File: src/common/burst_link_pkg.sv
package burst_link_pkg;
	// Reference timing: 125 MHz local clock, 13 MHz radio reference
	localparam int unsigned MCLK_HZ = 125000000;
	localparam int unsigned REF_HZ = 13000000;
	localparam int unsigned SYM_DIV = 48;
	// Local cycles per half period of the divided radio clock
	localparam int unsigned RCLK_HALF = (MCLK_HZ + REF_HZ) / (2 * REF_HZ);
	localparam int unsigned SYM_REF_CYC = SYM_DIV;
	localparam int unsigned BURST_SYMS = 148;
	localparam int unsigned USEFUL_PERIODS = BURST_SYMS - 1;
	localparam int unsigned TAIL_SYMS = 3;
	localparam int unsigned PAYLOAD_SYMS = BURST_SYMS - 2 * TAIL_SYMS;
	localparam int unsigned PSK_BITS = 3;
	localparam logic [2:0] GMSK_TAIL = 3'h0;
	localparam logic [2:0] PSK_TAIL = 3'h7;
	localparam logic [2:0] PSK_IDLE = 3'h7;
	localparam logic GMSK_IDLE_BIT = 1'h1;
	// Control link word: 1 write bit, 7 address bits, 16 data bits
	localparam int unsigned CTRL_ADDR_W = 7;
	localparam int unsigned CTRL_DATA_W = 16;
	localparam int unsigned CTRL_WORD_W = 1 + CTRL_ADDR_W + CTRL_DATA_W;
	localparam int unsigned CTRL_REGS = 8;
	localparam logic [6:0] MODE_REG_ADDR = 7'h00;
	localparam logic [6:0] RAMP_REG_ADDR = 7'h01;
	localparam int unsigned MODE_PSK_BIT = 0;
	localparam int unsigned CTRL_HALF = 4;
	typedef enum logic [1:0] {
		MOD_GMSK = 2'h0,
		MOD_PSK = 2'h1
	} mod_e;
endpackage

File: src/common/burst_link_if.sv
`timescale 1ns/1ps
interface burst_link_if;
	logic radio_system_clock;
	logic serial_transfer_enable;
	logic serial_transfer_data;
	logic rx_transfer_enable;
	logic rx_transfer_data;
	logic receive_frame_marker;
	logic strobe;
	logic control_link_clock;
	logic control_link_data;
	logic control_link_enable;
	modport device (
		output radio_system_clock,
		input serial_transfer_enable,
		input serial_transfer_data,
		output rx_transfer_enable,
		output rx_transfer_data,
		output receive_frame_marker,
		input strobe,
		input control_link_clock,
		input control_link_data,
		input control_link_enable
	);
	modport baseband (
		input radio_system_clock,
		output serial_transfer_enable,
		output serial_transfer_data,
		input rx_transfer_enable,
		input rx_transfer_data,
		input receive_frame_marker,
		output strobe,
		output control_link_clock,
		output control_link_data,
		output control_link_enable
	);
endinterface

File: src/rtl/transmit_modulation_module.sv
`timescale 1ns/1ps
// Behaviour
// [RQ1] Two schemes, GMSK and 8-PSK, polar out
// [RQ2] CORDIC path and phase derivative path
// [RQ3] One symbol per symbol period
// [RQ4] GMSK one bit, 8-PSK three bits
// [RQ5] GMSK idle is endless ones
// [RQ6] 8-PSK idle is all-ones symbol
// [RQ7] Three tail symbols each burst end
// [RQ8] Tails: 0 in GMSK, 7 in 8-PSK
// [RQ9] 148 symbols, 147 useful periods
// [RQ10] Baseband sends bits with enable
// [RQ11] Device sources radio system clock
// [RQ12] Receive data with enable and marker
// [RQ13] Baseband strobe starts transmit/receive; here it arms only the transmit burst, receive words start on rx_word_valid
// [RQ14] Config written over control serial link
// [RQ15] Control link: clock, data, enable
// [RQ16] Registers load stored defaults after reset
// [RQ17] Symbol tick every 48 reference cycles
// [RQ18] 8-PSK packs MSB first, no partial
module transmit_modulation_module #(
	parameter int unsigned PHASE_W = 16,
	parameter logic [15:0] DEFAULT_MODE = 16'h0000,
	parameter logic [15:0] DEFAULT_RAMP = 16'h0000,
	parameter int unsigned SYM_DIV = burst_link_pkg::SYM_REF_CYC
) (
	input wire logic mclk,
	input wire logic rstn,
	burst_link_if.device link,
	input wire logic [15:0] rx_word,
	input wire logic rx_word_valid,
	output logic rx_word_ready,
	output logic [2:0] symbol,
	output logic symbol_valid,
	output logic burst_active,
	output logic psk_mode,
	output logic [PHASE_W-1:0] cordic_phase,
	output logic [PHASE_W-1:0] amplitude,
	output logic signed [PHASE_W-1:0] phase_step,
	output logic [15:0] ramp_level,
	output logic defaults_loaded
);
	// Symbol counter is 6 bits; 8-PSK needs four radio clocks per symbol at least
	if (PHASE_W < 8 || PHASE_W > 32 || SYM_DIV < 4 || SYM_DIV > 64) begin : g_bad_param
		$error("transmit_modulation_module: parameter out of range");
	end

	////////////////////////////////////////////////////////////////
	// Radio clock divider and symbol tick
	logic [7:0] half_cnt_reg;
	logic rclk_reg;
	logic [5:0] ref_cnt_reg;
	logic sym_tick_reg;

	always_ff @(posedge mclk or negedge rstn) begin
		if (!rstn) begin
			half_cnt_reg <= 8'h00;
			rclk_reg <= 1'b0;
		end else if (half_cnt_reg == 8'(burst_link_pkg::RCLK_HALF - 1)) begin
			half_cnt_reg <= 8'h00;
			rclk_reg <= ~rclk_reg; // RQ11
		end else begin
			half_cnt_reg <= half_cnt_reg + 8'h01;
		end
	end
	assign link.radio_system_clock = rclk_reg; // RQ11

	wire ref_rise = (half_cnt_reg == 8'(burst_link_pkg::RCLK_HALF - 1)) && !rclk_reg;

	always_ff @(posedge mclk or negedge rstn) begin
		if (!rstn) begin
			ref_cnt_reg <= 6'h00;
			sym_tick_reg <= 1'b0;
		end else begin
			sym_tick_reg <= 1'b0;
			if (ref_rise) begin
				if (ref_cnt_reg == 6'(SYM_DIV - 1)) begin
					ref_cnt_reg <= 6'h00;
					sym_tick_reg <= 1'b1; // RQ17 RQ3
				end else begin
					ref_cnt_reg <= ref_cnt_reg + 6'h01;
				end
			end
		end
	end

	////////////////////////////////////////////////////////////////
	// Pin synchronisers
	logic [5:0] s1_reg;
	logic [5:0] s2_reg;
	always_ff @(posedge mclk or negedge rstn) begin
		if (!rstn) begin
			s1_reg <= 6'h00;
			s2_reg <= 6'h00;
		end else begin
			s1_reg <= {link.serial_transfer_enable, link.serial_transfer_data, link.strobe,
				link.control_link_clock, link.control_link_data, link.control_link_enable};
			s2_reg <= s1_reg;
		end
	end
	wire tx_en = s2_reg[5];
	wire tx_dat = s2_reg[4];
	wire strobe_s = s2_reg[3];
	wire cclk = s2_reg[2];
	wire cdat = s2_reg[1];
	wire cen = s2_reg[0];

	////////////////////////////////////////////////////////////////
	// Control link slave and register file
	logic cclk_d_reg;
	logic [4:0] cbit_reg;
	logic [23:0] cshift_reg;
	logic [15:0] mode_reg;
	logic [15:0] ramp_reg;
	logic loaded_reg;
	always_ff @(posedge mclk or negedge rstn) begin
		if (!rstn) begin
			cclk_d_reg <= 1'b0;
		end else begin
			cclk_d_reg <= cclk;
		end
	end
	wire cclk_rise = cclk && !cclk_d_reg;

	always_ff @(posedge mclk or negedge rstn) begin
		if (!rstn) begin
			cbit_reg <= 5'h00;
			cshift_reg <= 24'h000000;
		end else if (!cen) begin
			cbit_reg <= 5'h00; // RQ15
		end else if (cclk_rise) begin
			cshift_reg <= {cshift_reg[22:0], cdat}; // RQ14
			cbit_reg <= cbit_reg + 5'h01;
		end
	end
	wire word_done = cen && cclk_rise && cbit_reg == 5'(burst_link_pkg::CTRL_WORD_W - 1);
	wire [23:0] word_in = {cshift_reg[22:0], cdat};

	// Stored defaults loaded one cycle after reset release
	always_ff @(posedge mclk or negedge rstn) begin
		if (!rstn) begin
			mode_reg <= 16'h0000;
			ramp_reg <= 16'h0000;
			loaded_reg <= 1'b0;
		end else if (!loaded_reg) begin
			mode_reg <= DEFAULT_MODE; // RQ16
			ramp_reg <= DEFAULT_RAMP; // RQ16
			loaded_reg <= 1'b1;
		end else if (word_done && word_in[23]) begin
			if (word_in[22:16] == burst_link_pkg::MODE_REG_ADDR) mode_reg <= word_in[15:0]; // RQ14
			if (word_in[22:16] == burst_link_pkg::RAMP_REG_ADDR) ramp_reg <= word_in[15:0]; // RQ14
		end
	end

	////////////////////////////////////////////////////////////////
	// Burst framing: strobe arms, 148 symbols, tails at both ends
	logic strobe_d_reg;
	logic armed_reg;
	logic active_reg;
	logic psk_reg;
	logic [7:0] sym_cnt_reg;
	logic [2:0] pack_reg;
	logic [1:0] pack_cnt_reg;
	logic [2:0] held_reg;
	logic held_ok_reg;
	logic [2:0] sym_reg;
	logic sym_valid_reg;

	always_ff @(posedge mclk or negedge rstn) begin
		if (!rstn) begin
			strobe_d_reg <= 1'b0;
		end else begin
			strobe_d_reg <= strobe_s;
		end
	end

	// Serial bit capture on radio clock rising, qualified by enable
	logic rclk_d_reg;
	always_ff @(posedge mclk or negedge rstn) begin
		if (!rstn) begin
			rclk_d_reg <= 1'b0;
		end else begin
			rclk_d_reg <= rclk_reg;
		end
	end
	wire bit_take = tx_en && rclk_reg && !rclk_d_reg; // RQ10
	wire [1:0] need = psk_reg ? 2'(burst_link_pkg::PSK_BITS - 1) : 2'h0;

	always_ff @(posedge mclk or negedge rstn) begin
		if (!rstn) begin
			pack_reg <= 3'h0;
			pack_cnt_reg <= 2'h0;
			held_reg <= 3'h0;
			held_ok_reg <= 1'b0;
		end else begin
			if (sym_tick_reg) held_ok_reg <= 1'b0;
			if (!active_reg) begin
				pack_cnt_reg <= 2'h0; // RQ18
			end else if (bit_take) begin
				if (pack_cnt_reg == need) begin
					held_reg <= psk_reg ? {pack_reg[1:0], tx_dat} : {2'h0, tx_dat}; // RQ4 RQ18
					held_ok_reg <= 1'b1;
					pack_cnt_reg <= 2'h0;
				end else begin
					pack_reg <= {pack_reg[1:0], tx_dat};
					pack_cnt_reg <= pack_cnt_reg + 2'h1;
				end
			end
		end
	end

	function automatic logic [2:0] idle_symbol(input logic psk);
		idle_symbol = psk ? burst_link_pkg::PSK_IDLE : {2'h0, burst_link_pkg::GMSK_IDLE_BIT};
	endfunction

	// Counter holds the index of the symbol about to be sent
	wire in_tail = sym_cnt_reg < 8'(burst_link_pkg::TAIL_SYMS)
		|| sym_cnt_reg >= 8'(burst_link_pkg::BURST_SYMS - burst_link_pkg::TAIL_SYMS);

	always_ff @(posedge mclk or negedge rstn) begin
		if (!rstn) begin
			armed_reg <= 1'b0;
			active_reg <= 1'b0;
			psk_reg <= 1'b0;
			sym_cnt_reg <= 8'h00;
			sym_reg <= 3'h0;
			sym_valid_reg <= 1'b0;
		end else begin
			sym_valid_reg <= sym_tick_reg; // RQ3
			if (strobe_s && !strobe_d_reg && !active_reg) begin
				armed_reg <= 1'b1; // RQ13
				psk_reg <= mode_reg[burst_link_pkg::MODE_PSK_BIT]; // RQ1
			end
			if (sym_tick_reg) begin
				if (active_reg) begin
					if (sym_cnt_reg == 8'(burst_link_pkg::BURST_SYMS)) begin
						// Last of the 148 went out on the previous tick
						active_reg <= 1'b0; // RQ9
						sym_reg <= idle_symbol(psk_reg); // RQ5 RQ6
					end else begin
						if (in_tail) begin
							sym_reg <= psk_reg ? burst_link_pkg::PSK_TAIL : burst_link_pkg::GMSK_TAIL; // RQ7 RQ8
						end else begin
							sym_reg <= held_ok_reg ? held_reg : sym_reg;
						end
						sym_cnt_reg <= sym_cnt_reg + 8'h01;
					end
				end else begin
					// Idle: GMSK ones, 8-PSK all-ones symbol
					sym_reg <= idle_symbol(psk_reg); // RQ5 RQ6
					if (armed_reg) begin
						armed_reg <= 1'b0;
						active_reg <= 1'b1;
						// Symbol 0 goes out now
						sym_cnt_reg <= 8'h01;
						sym_reg <= psk_reg ? burst_link_pkg::PSK_TAIL : burst_link_pkg::GMSK_TAIL; // RQ7
					end
				end
			end
		end
	end

	////////////////////////////////////////////////////////////////
	// Polar paths: CORDIC-style phase/amplitude and phase derivative
	logic [PHASE_W-1:0] phase_reg;
	logic [PHASE_W-1:0] amp_reg;
	logic signed [PHASE_W-1:0] step_reg;
	function automatic logic [PHASE_W-1:0] psk_angle(input logic [2:0] s);
		psk_angle = {s, {(PHASE_W-3){1'b0}}};
	endfunction
	always_ff @(posedge mclk or negedge rstn) begin
		if (!rstn) begin
			phase_reg <= '0;
			amp_reg <= '0;
			step_reg <= '0;
		end else if (sym_valid_reg) begin
			if (psk_reg) begin
				step_reg <= $signed(psk_angle(sym_reg) - phase_reg); // RQ2
				phase_reg <= psk_angle(sym_reg); // RQ2 RQ1
				amp_reg <= {1'b0, {(PHASE_W-1){1'b1}}};
			end else begin
				// GMSK: +/- quarter turn per bit
				step_reg <= sym_reg[0] ? $signed({2'b01, {(PHASE_W-2){1'b0}}}) : $signed({2'b11, {(PHASE_W-2){1'b0}}});
				phase_reg <= phase_reg + (sym_reg[0] ? {2'b01, {(PHASE_W-2){1'b0}}} : {2'b11, {(PHASE_W-2){1'b0}}});
				amp_reg <= {1'b0, {(PHASE_W-1){1'b1}}};
			end
		end
	end

	////////////////////////////////////////////////////////////////
	// Receive return: word shifted MSB first on radio clock falls
	logic [15:0] rx_shift_reg;
	logic [4:0] rx_cnt_reg;
	logic rx_en_reg;
	logic rx_dat_reg;
	logic rx_mark_reg;
	logic rx_ready_reg;
	wire rclk_fall = !rclk_reg && rclk_d_reg;
	always_ff @(posedge mclk or negedge rstn) begin
		if (!rstn) begin
			rx_shift_reg <= 16'h0000;
			rx_cnt_reg <= 5'h00;
			rx_en_reg <= 1'b0;
			rx_dat_reg <= 1'b0;
			rx_mark_reg <= 1'b0;
			rx_ready_reg <= 1'b0;
		end else begin
			rx_ready_reg <= rx_cnt_reg == 5'h00;
			if (rx_word_valid && rx_ready_reg) begin
				rx_shift_reg <= rx_word;
				rx_cnt_reg <= 5'h10;
				rx_ready_reg <= 1'b0;
			end else if (rclk_fall) begin
				if (rx_cnt_reg != 5'h00) begin
					rx_dat_reg <= rx_shift_reg[15]; // RQ12
					rx_en_reg <= 1'b1; // RQ12
					rx_mark_reg <= rx_cnt_reg == 5'h10; // RQ12
					rx_shift_reg <= {rx_shift_reg[14:0], 1'b0};
					rx_cnt_reg <= rx_cnt_reg - 5'h01;
				end else begin
					rx_en_reg <= 1'b0;
					rx_mark_reg <= 1'b0;
				end
			end
		end
	end
	assign link.rx_transfer_data = rx_dat_reg;
	assign link.rx_transfer_enable = rx_en_reg;
	assign link.receive_frame_marker = rx_mark_reg;
	assign rx_word_ready = rx_ready_reg;

	assign symbol = sym_reg;
	assign symbol_valid = sym_valid_reg;
	assign burst_active = active_reg;
	assign psk_mode = psk_reg;
	assign cordic_phase = phase_reg;
	assign amplitude = amp_reg;
	assign phase_step = step_reg;
	assign ramp_level = ramp_reg;
	assign defaults_loaded = loaded_reg;
endmodule
File: src/flat_wrapper.sv
// flat-port wrapper written by rule: the top's interface ports become plain ports
module transmit_modulation_module_flat 
#(
	parameter int unsigned PHASE_W = 16,
	parameter logic [15:0] DEFAULT_MODE = 16'h0000,
	parameter logic [15:0] DEFAULT_RAMP = 16'h0000,
	parameter int unsigned SYM_DIV = burst_link_pkg::SYM_REF_CYC
)
  (mclk, rstn, rx_word, rx_word_valid, rx_word_ready, symbol, symbol_valid, burst_active, psk_mode, cordic_phase, amplitude, phase_step, ramp_level, defaults_loaded, link_radio_system_clock, link_serial_transfer_enable, link_serial_transfer_data, link_rx_transfer_enable, link_rx_transfer_data, link_receive_frame_marker, link_strobe, link_control_link_clock, link_control_link_data, link_control_link_enable);
  burst_link_if link_i ();
  input wire logic mclk;
  input wire logic rstn;
  input wire logic [15:0] rx_word;
  input wire logic rx_word_valid;
  output logic rx_word_ready;
  output logic [2:0] symbol;
  output logic symbol_valid;
  output logic burst_active;
  output logic psk_mode;
  output logic [PHASE_W-1:0] cordic_phase;
  output logic [PHASE_W-1:0] amplitude;
  output logic signed [PHASE_W-1:0] phase_step;
  output logic [15:0] ramp_level;
  output logic defaults_loaded;
  output wire logic [$bits(link_i.radio_system_clock)-1:0] link_radio_system_clock;
  input wire logic [$bits(link_i.serial_transfer_enable)-1:0] link_serial_transfer_enable;
  input wire logic [$bits(link_i.serial_transfer_data)-1:0] link_serial_transfer_data;
  output wire logic [$bits(link_i.rx_transfer_enable)-1:0] link_rx_transfer_enable;
  output wire logic [$bits(link_i.rx_transfer_data)-1:0] link_rx_transfer_data;
  output wire logic [$bits(link_i.receive_frame_marker)-1:0] link_receive_frame_marker;
  input wire logic [$bits(link_i.strobe)-1:0] link_strobe;
  input wire logic [$bits(link_i.control_link_clock)-1:0] link_control_link_clock;
  input wire logic [$bits(link_i.control_link_data)-1:0] link_control_link_data;
  input wire logic [$bits(link_i.control_link_enable)-1:0] link_control_link_enable;
  assign link_radio_system_clock = link_i.radio_system_clock;
  assign link_i.serial_transfer_enable = link_serial_transfer_enable;
  assign link_i.serial_transfer_data = link_serial_transfer_data;
  assign link_rx_transfer_enable = link_i.rx_transfer_enable;
  assign link_rx_transfer_data = link_i.rx_transfer_data;
  assign link_receive_frame_marker = link_i.receive_frame_marker;
  assign link_i.strobe = link_strobe;
  assign link_i.control_link_clock = link_control_link_clock;
  assign link_i.control_link_data = link_control_link_data;
  assign link_i.control_link_enable = link_control_link_enable;
  transmit_modulation_module #(.PHASE_W(PHASE_W), .DEFAULT_MODE(DEFAULT_MODE), .DEFAULT_RAMP(DEFAULT_RAMP), .SYM_DIV(SYM_DIV)) u_core (.mclk(mclk), .rstn(rstn), .link(link_i), .rx_word(rx_word), .rx_word_valid(rx_word_valid), .rx_word_ready(rx_word_ready), .symbol(symbol), .symbol_valid(symbol_valid), .burst_active(burst_active), .psk_mode(psk_mode), .cordic_phase(cordic_phase), .amplitude(amplitude), .phase_step(phase_step), .ramp_level(ramp_level), .defaults_loaded(defaults_loaded));
endmodule
File: config.mk
export PLATFORM = sky130hd
export DESIGN_NAME = transmit_modulation_module_flat
export DESIGN_NICKNAME = d
export VERILOG_FILES = /design/src/common/burst_link_pkg.sv /design/src/common/burst_link_if.sv /design/src/rtl/transmit_modulation_module.sv /design/src/flat_wrapper.sv
export SDC_FILE = /design/constraint.sdc
export NUM_CORES = 1
export LEC_CHECK = 0
export BUFFER_PORTS_ARGS = -buffer_cell sky130_fd_sc_hd__buf_4
export CELL_PAD_IN_SITES_DETAIL_PLACEMENT = 1
export CELL_PAD_IN_SITES_GLOBAL_PLACEMENT = 1
export CORE_MARGIN = 8
export CORE_UTILIZATION = 45
export CTS_CLUSTER_SIZE = 16
export DETAILED_ROUTE_END_ITERATION = 12
export GPL_TIMING_DRIVEN = 1
export PLACE_DENSITY = 0.82
export SLEW_MARGIN = 10
export SYNTH_ARGS = -nofsm -noshare
export SYNTH_HDL_FRONTEND = slang
export SYNTH_SLANG_ARGS = --single-unit
export TNS_END_PERCENT = 20
File: constraint.sdc
create_clock -name mclk -period 2.05 [get_ports mclk]
set_input_delay 0.1025 -clock mclk [delete_from_list [all_inputs] [get_ports mclk]]
set_output_delay 0.1025 -clock mclk [all_outputs]
set_load 0.005 [all_outputs]
==> metrics.txt <==
EDFF count, synth 0; IO Pins 101; chip width 132 um; RSZ-0062 raised after global routing yes; Tmin final 1.99 ns; htree depth 4; Fmax 502 MHz; Syn Area/Cell 11.7 um2; placed cell areas 6670 um2; Synth area leader dfrtp_1; IO buf count 73; total power 0.00700 W; crit share post-route 0.971; overall routing resource usage 0.167; GRT Residual Overflow 0; setup_tns 0 ns; maxcap violations 0; met1 Use GR 0.186; fin area 7590 um2; die height 132 um; Critical Path Sink Type flip-flop; clk_lat worst skew 0.42 ns; post-synth top area share 0.544; via count 4055; Worst R2R Start u_core.sym_cnt_reg[1]$_DFFE_PN0P_; met3 Use GR 0.0473; worst-path maximum fanout 5; Most Crowded Layer GR met2; core area 13200 um2; CTS root buf clkbuf_16; Post-synth top flop dfrtp_1; Routed Antenna Nets 0; clock tree from TritonCTS built; most common cell after layout, fill and taps aside dfrtp_1; Post-Syn Instances 517; most frequent cells in the layout dfrtp_1, buf_4, nand2_1; clk slew on worst S/H paths 0.06 ns; synth top area cells dfrtp_1, mux2i_1, buf_4, mux2_2, nand2_1; fin. max-slew vios 0; hold endpoint u_core.rx_cnt_reg[4]$_DFFE_PN0P_; Worst VDD drop 0.501 mV; post-DR vias/cell 5.04; #FFs+latches synth 132; fraction of layout cells with a size suffix above 1 0.263; clock sinks 132; RD Place Congestion 0.799; Syn-to-layout area delta 25.0%; FILL cells 1358; R2R setup slack 0.06 ns; critical path required time 2.35 ns; largest net degree at the start of global routing 42; min-delay src rx_word_valid; Initial Utilization 0.461; Bufs on Longest Clock Path 2; worst reg2reg path depth 6; Netlist cell types 50; initial antenna violation count 0; max FFs per register 23; PD cells 922 nW/um2; first-pass GRT wire length 23.6 mm; status finished clean; met2 Resource Use GR 0.290; LEAKAGE 3.59 nW; final hold violations 0; Post-DP HPWL 9.02 mm; Slew @ Worst Pin 0.561 ns; Synth Cell Area 6070 um2; vias in the first global route 4561; Site Rows 42; class of the worst hold path input pin to flip-flop; Setup crit start kind flip-flop; initial DRC count 192; drt drc 0; fin nets 652; relative slew slack 0.626; sequential-to-total area share from yosys stat 0.544; Num CTS Buffers 17; antenna cells 0; ys async rst share 1.00; Yosys Warn Count 0; critical path type flip-flop to flip-flop; WHS Path Cells 3; WP data arrival 2.29 ns; Final Skew 0.00906 ns; Setup Viol. Count Final 0; wire length per cell 17.5 um; Die Area 17500 um2; TritonRoute pass-1 iters 4; R2R Path End u_core.symbol[2]$_DFFE_PN0P_; overall routed net length 14.1 mm
[area by class of cell]
type                       instances  area, um2  area share
timing repair buffer             110        896       0.118
tap                              176        220      0.0290
clock inverter                     9        148      0.0194
multi-input combinational        339       2470       0.325
inverter                          15       56.3     0.00742
sequential                       132       3300       0.435
clock buffer                      23        498      0.0656
[cells in the mapped netlist, types with 12 or more instances]
master    instances
xnor2_1          14
o21ai_0          31
nand2_1          44
ha_1             12
inv_1            15
nor2b_1          24
mux2i_1          38
buf_4            43
mux2_2           28
nor2_1           21
dfrtp_1         132
clkbuf_1         12
[how the worst max path moves through the flow]
| stage | start | end | slack [ns] | cells after the start |
|---|---|---|---|---|
| 6_report | u_core.sym_cnt_reg[1]$_DFFE_PN0P_ | u_core.symbol[2]$_DFFE_PN0P_ | 0.06 | 6 |
| 5_1_grt | u_core.sym_cnt_reg[0]$_DFFE_PN0P_ | u_core.symbol[1]$_DFFE_PN0P_ | -0.02 | 8 |
| 4_1_cts | u_core.sym_cnt_reg[1]$_DFFE_PN0P_ | u_core.symbol[0]$_DFFE_PN0P_ | 0.01 | 5 |
| 3_5_place_dp | u_core.rx_cnt_reg[0]$_DFFE_PN0P_ | u_core.rx_shift_reg[9]$_DFFE_PN0P_ | 0.02 | 7 |
| 3_3_place_gp | u_core.sym_cnt_reg[1]$_DFFE_PN0P_ | u_core.symbol[2]$_DFFE_PN0P_ | 0.13 | 6 |
| 2_1_floorplan | u_core.sym_cnt_reg[0]$_DFFE_PN0P_ | u_core.symbol[1]$_DFFE_PN0P_ | 0.13 | 6 |
[power breakdown]
part           switching, W  internal [W]  total, W
combinational      0.000276      0.000295  0.000571
sequential         0.000223       0.00289   0.00312
clock               0.00112       0.00219   0.00331
[cell families (layout without fill, tap and decap cells)]
kind of cell,after synthesis,in the layout,synth area share
compound gates,65,65,0.0682
xor+xnor,25,25,0.0360
fa+ha+maj,12,12,0.0247
buf+inv,72,157,0.0725
flops,132,132,0.544
mux,66,66,0.115
other cells,2,28,0.00124
simple gates,143,143,0.139
[per-stage QoR]
step / setup slack, ns / util / std cells / hold slack, ns
2_1_floorplan: 0.135 / - / 543 / -0.193
3_3_place_gp: 0.129 / 0.505 / 748 / 0.111
3_5_place_dp: 0.0219 / 0.505 / 748 / 0.119
4_1_cts: 0.0104 / 0.572 / 803 / 0.00983
5_1_grt: -0.0207 / 0.576 / 804 / 0.0454
6_report: 0.0598 / 0.576 / 804 / 0.0432
[metal layers]
layer	vias up	routed length, um
met5	-	0
met4	0	314
met3	25	574
met2	89	7320
met1	2041	5870
li1	1900	-
[critical path, stage by stage, from the launching register on]
cell and delay [ns]:
dfrtp_2 0.45, ha_4 0.19, or4_4 0.55, o22ai_4 0.26
nor3_2 0.10, mux2i_1 0.14, a22o_1 0.18
[repair_timing]
action / 4_1_cts / 5_1_grt
endpoints found under the setup margin: 0 / 21
buffers inserted: 0 / 1
hold buffers: 23 / 0
resized for setup: 0 / 11
endpoints found under the hold margin: 58 / 0
No activity file was read; power rests on OpenSTA's default activity.
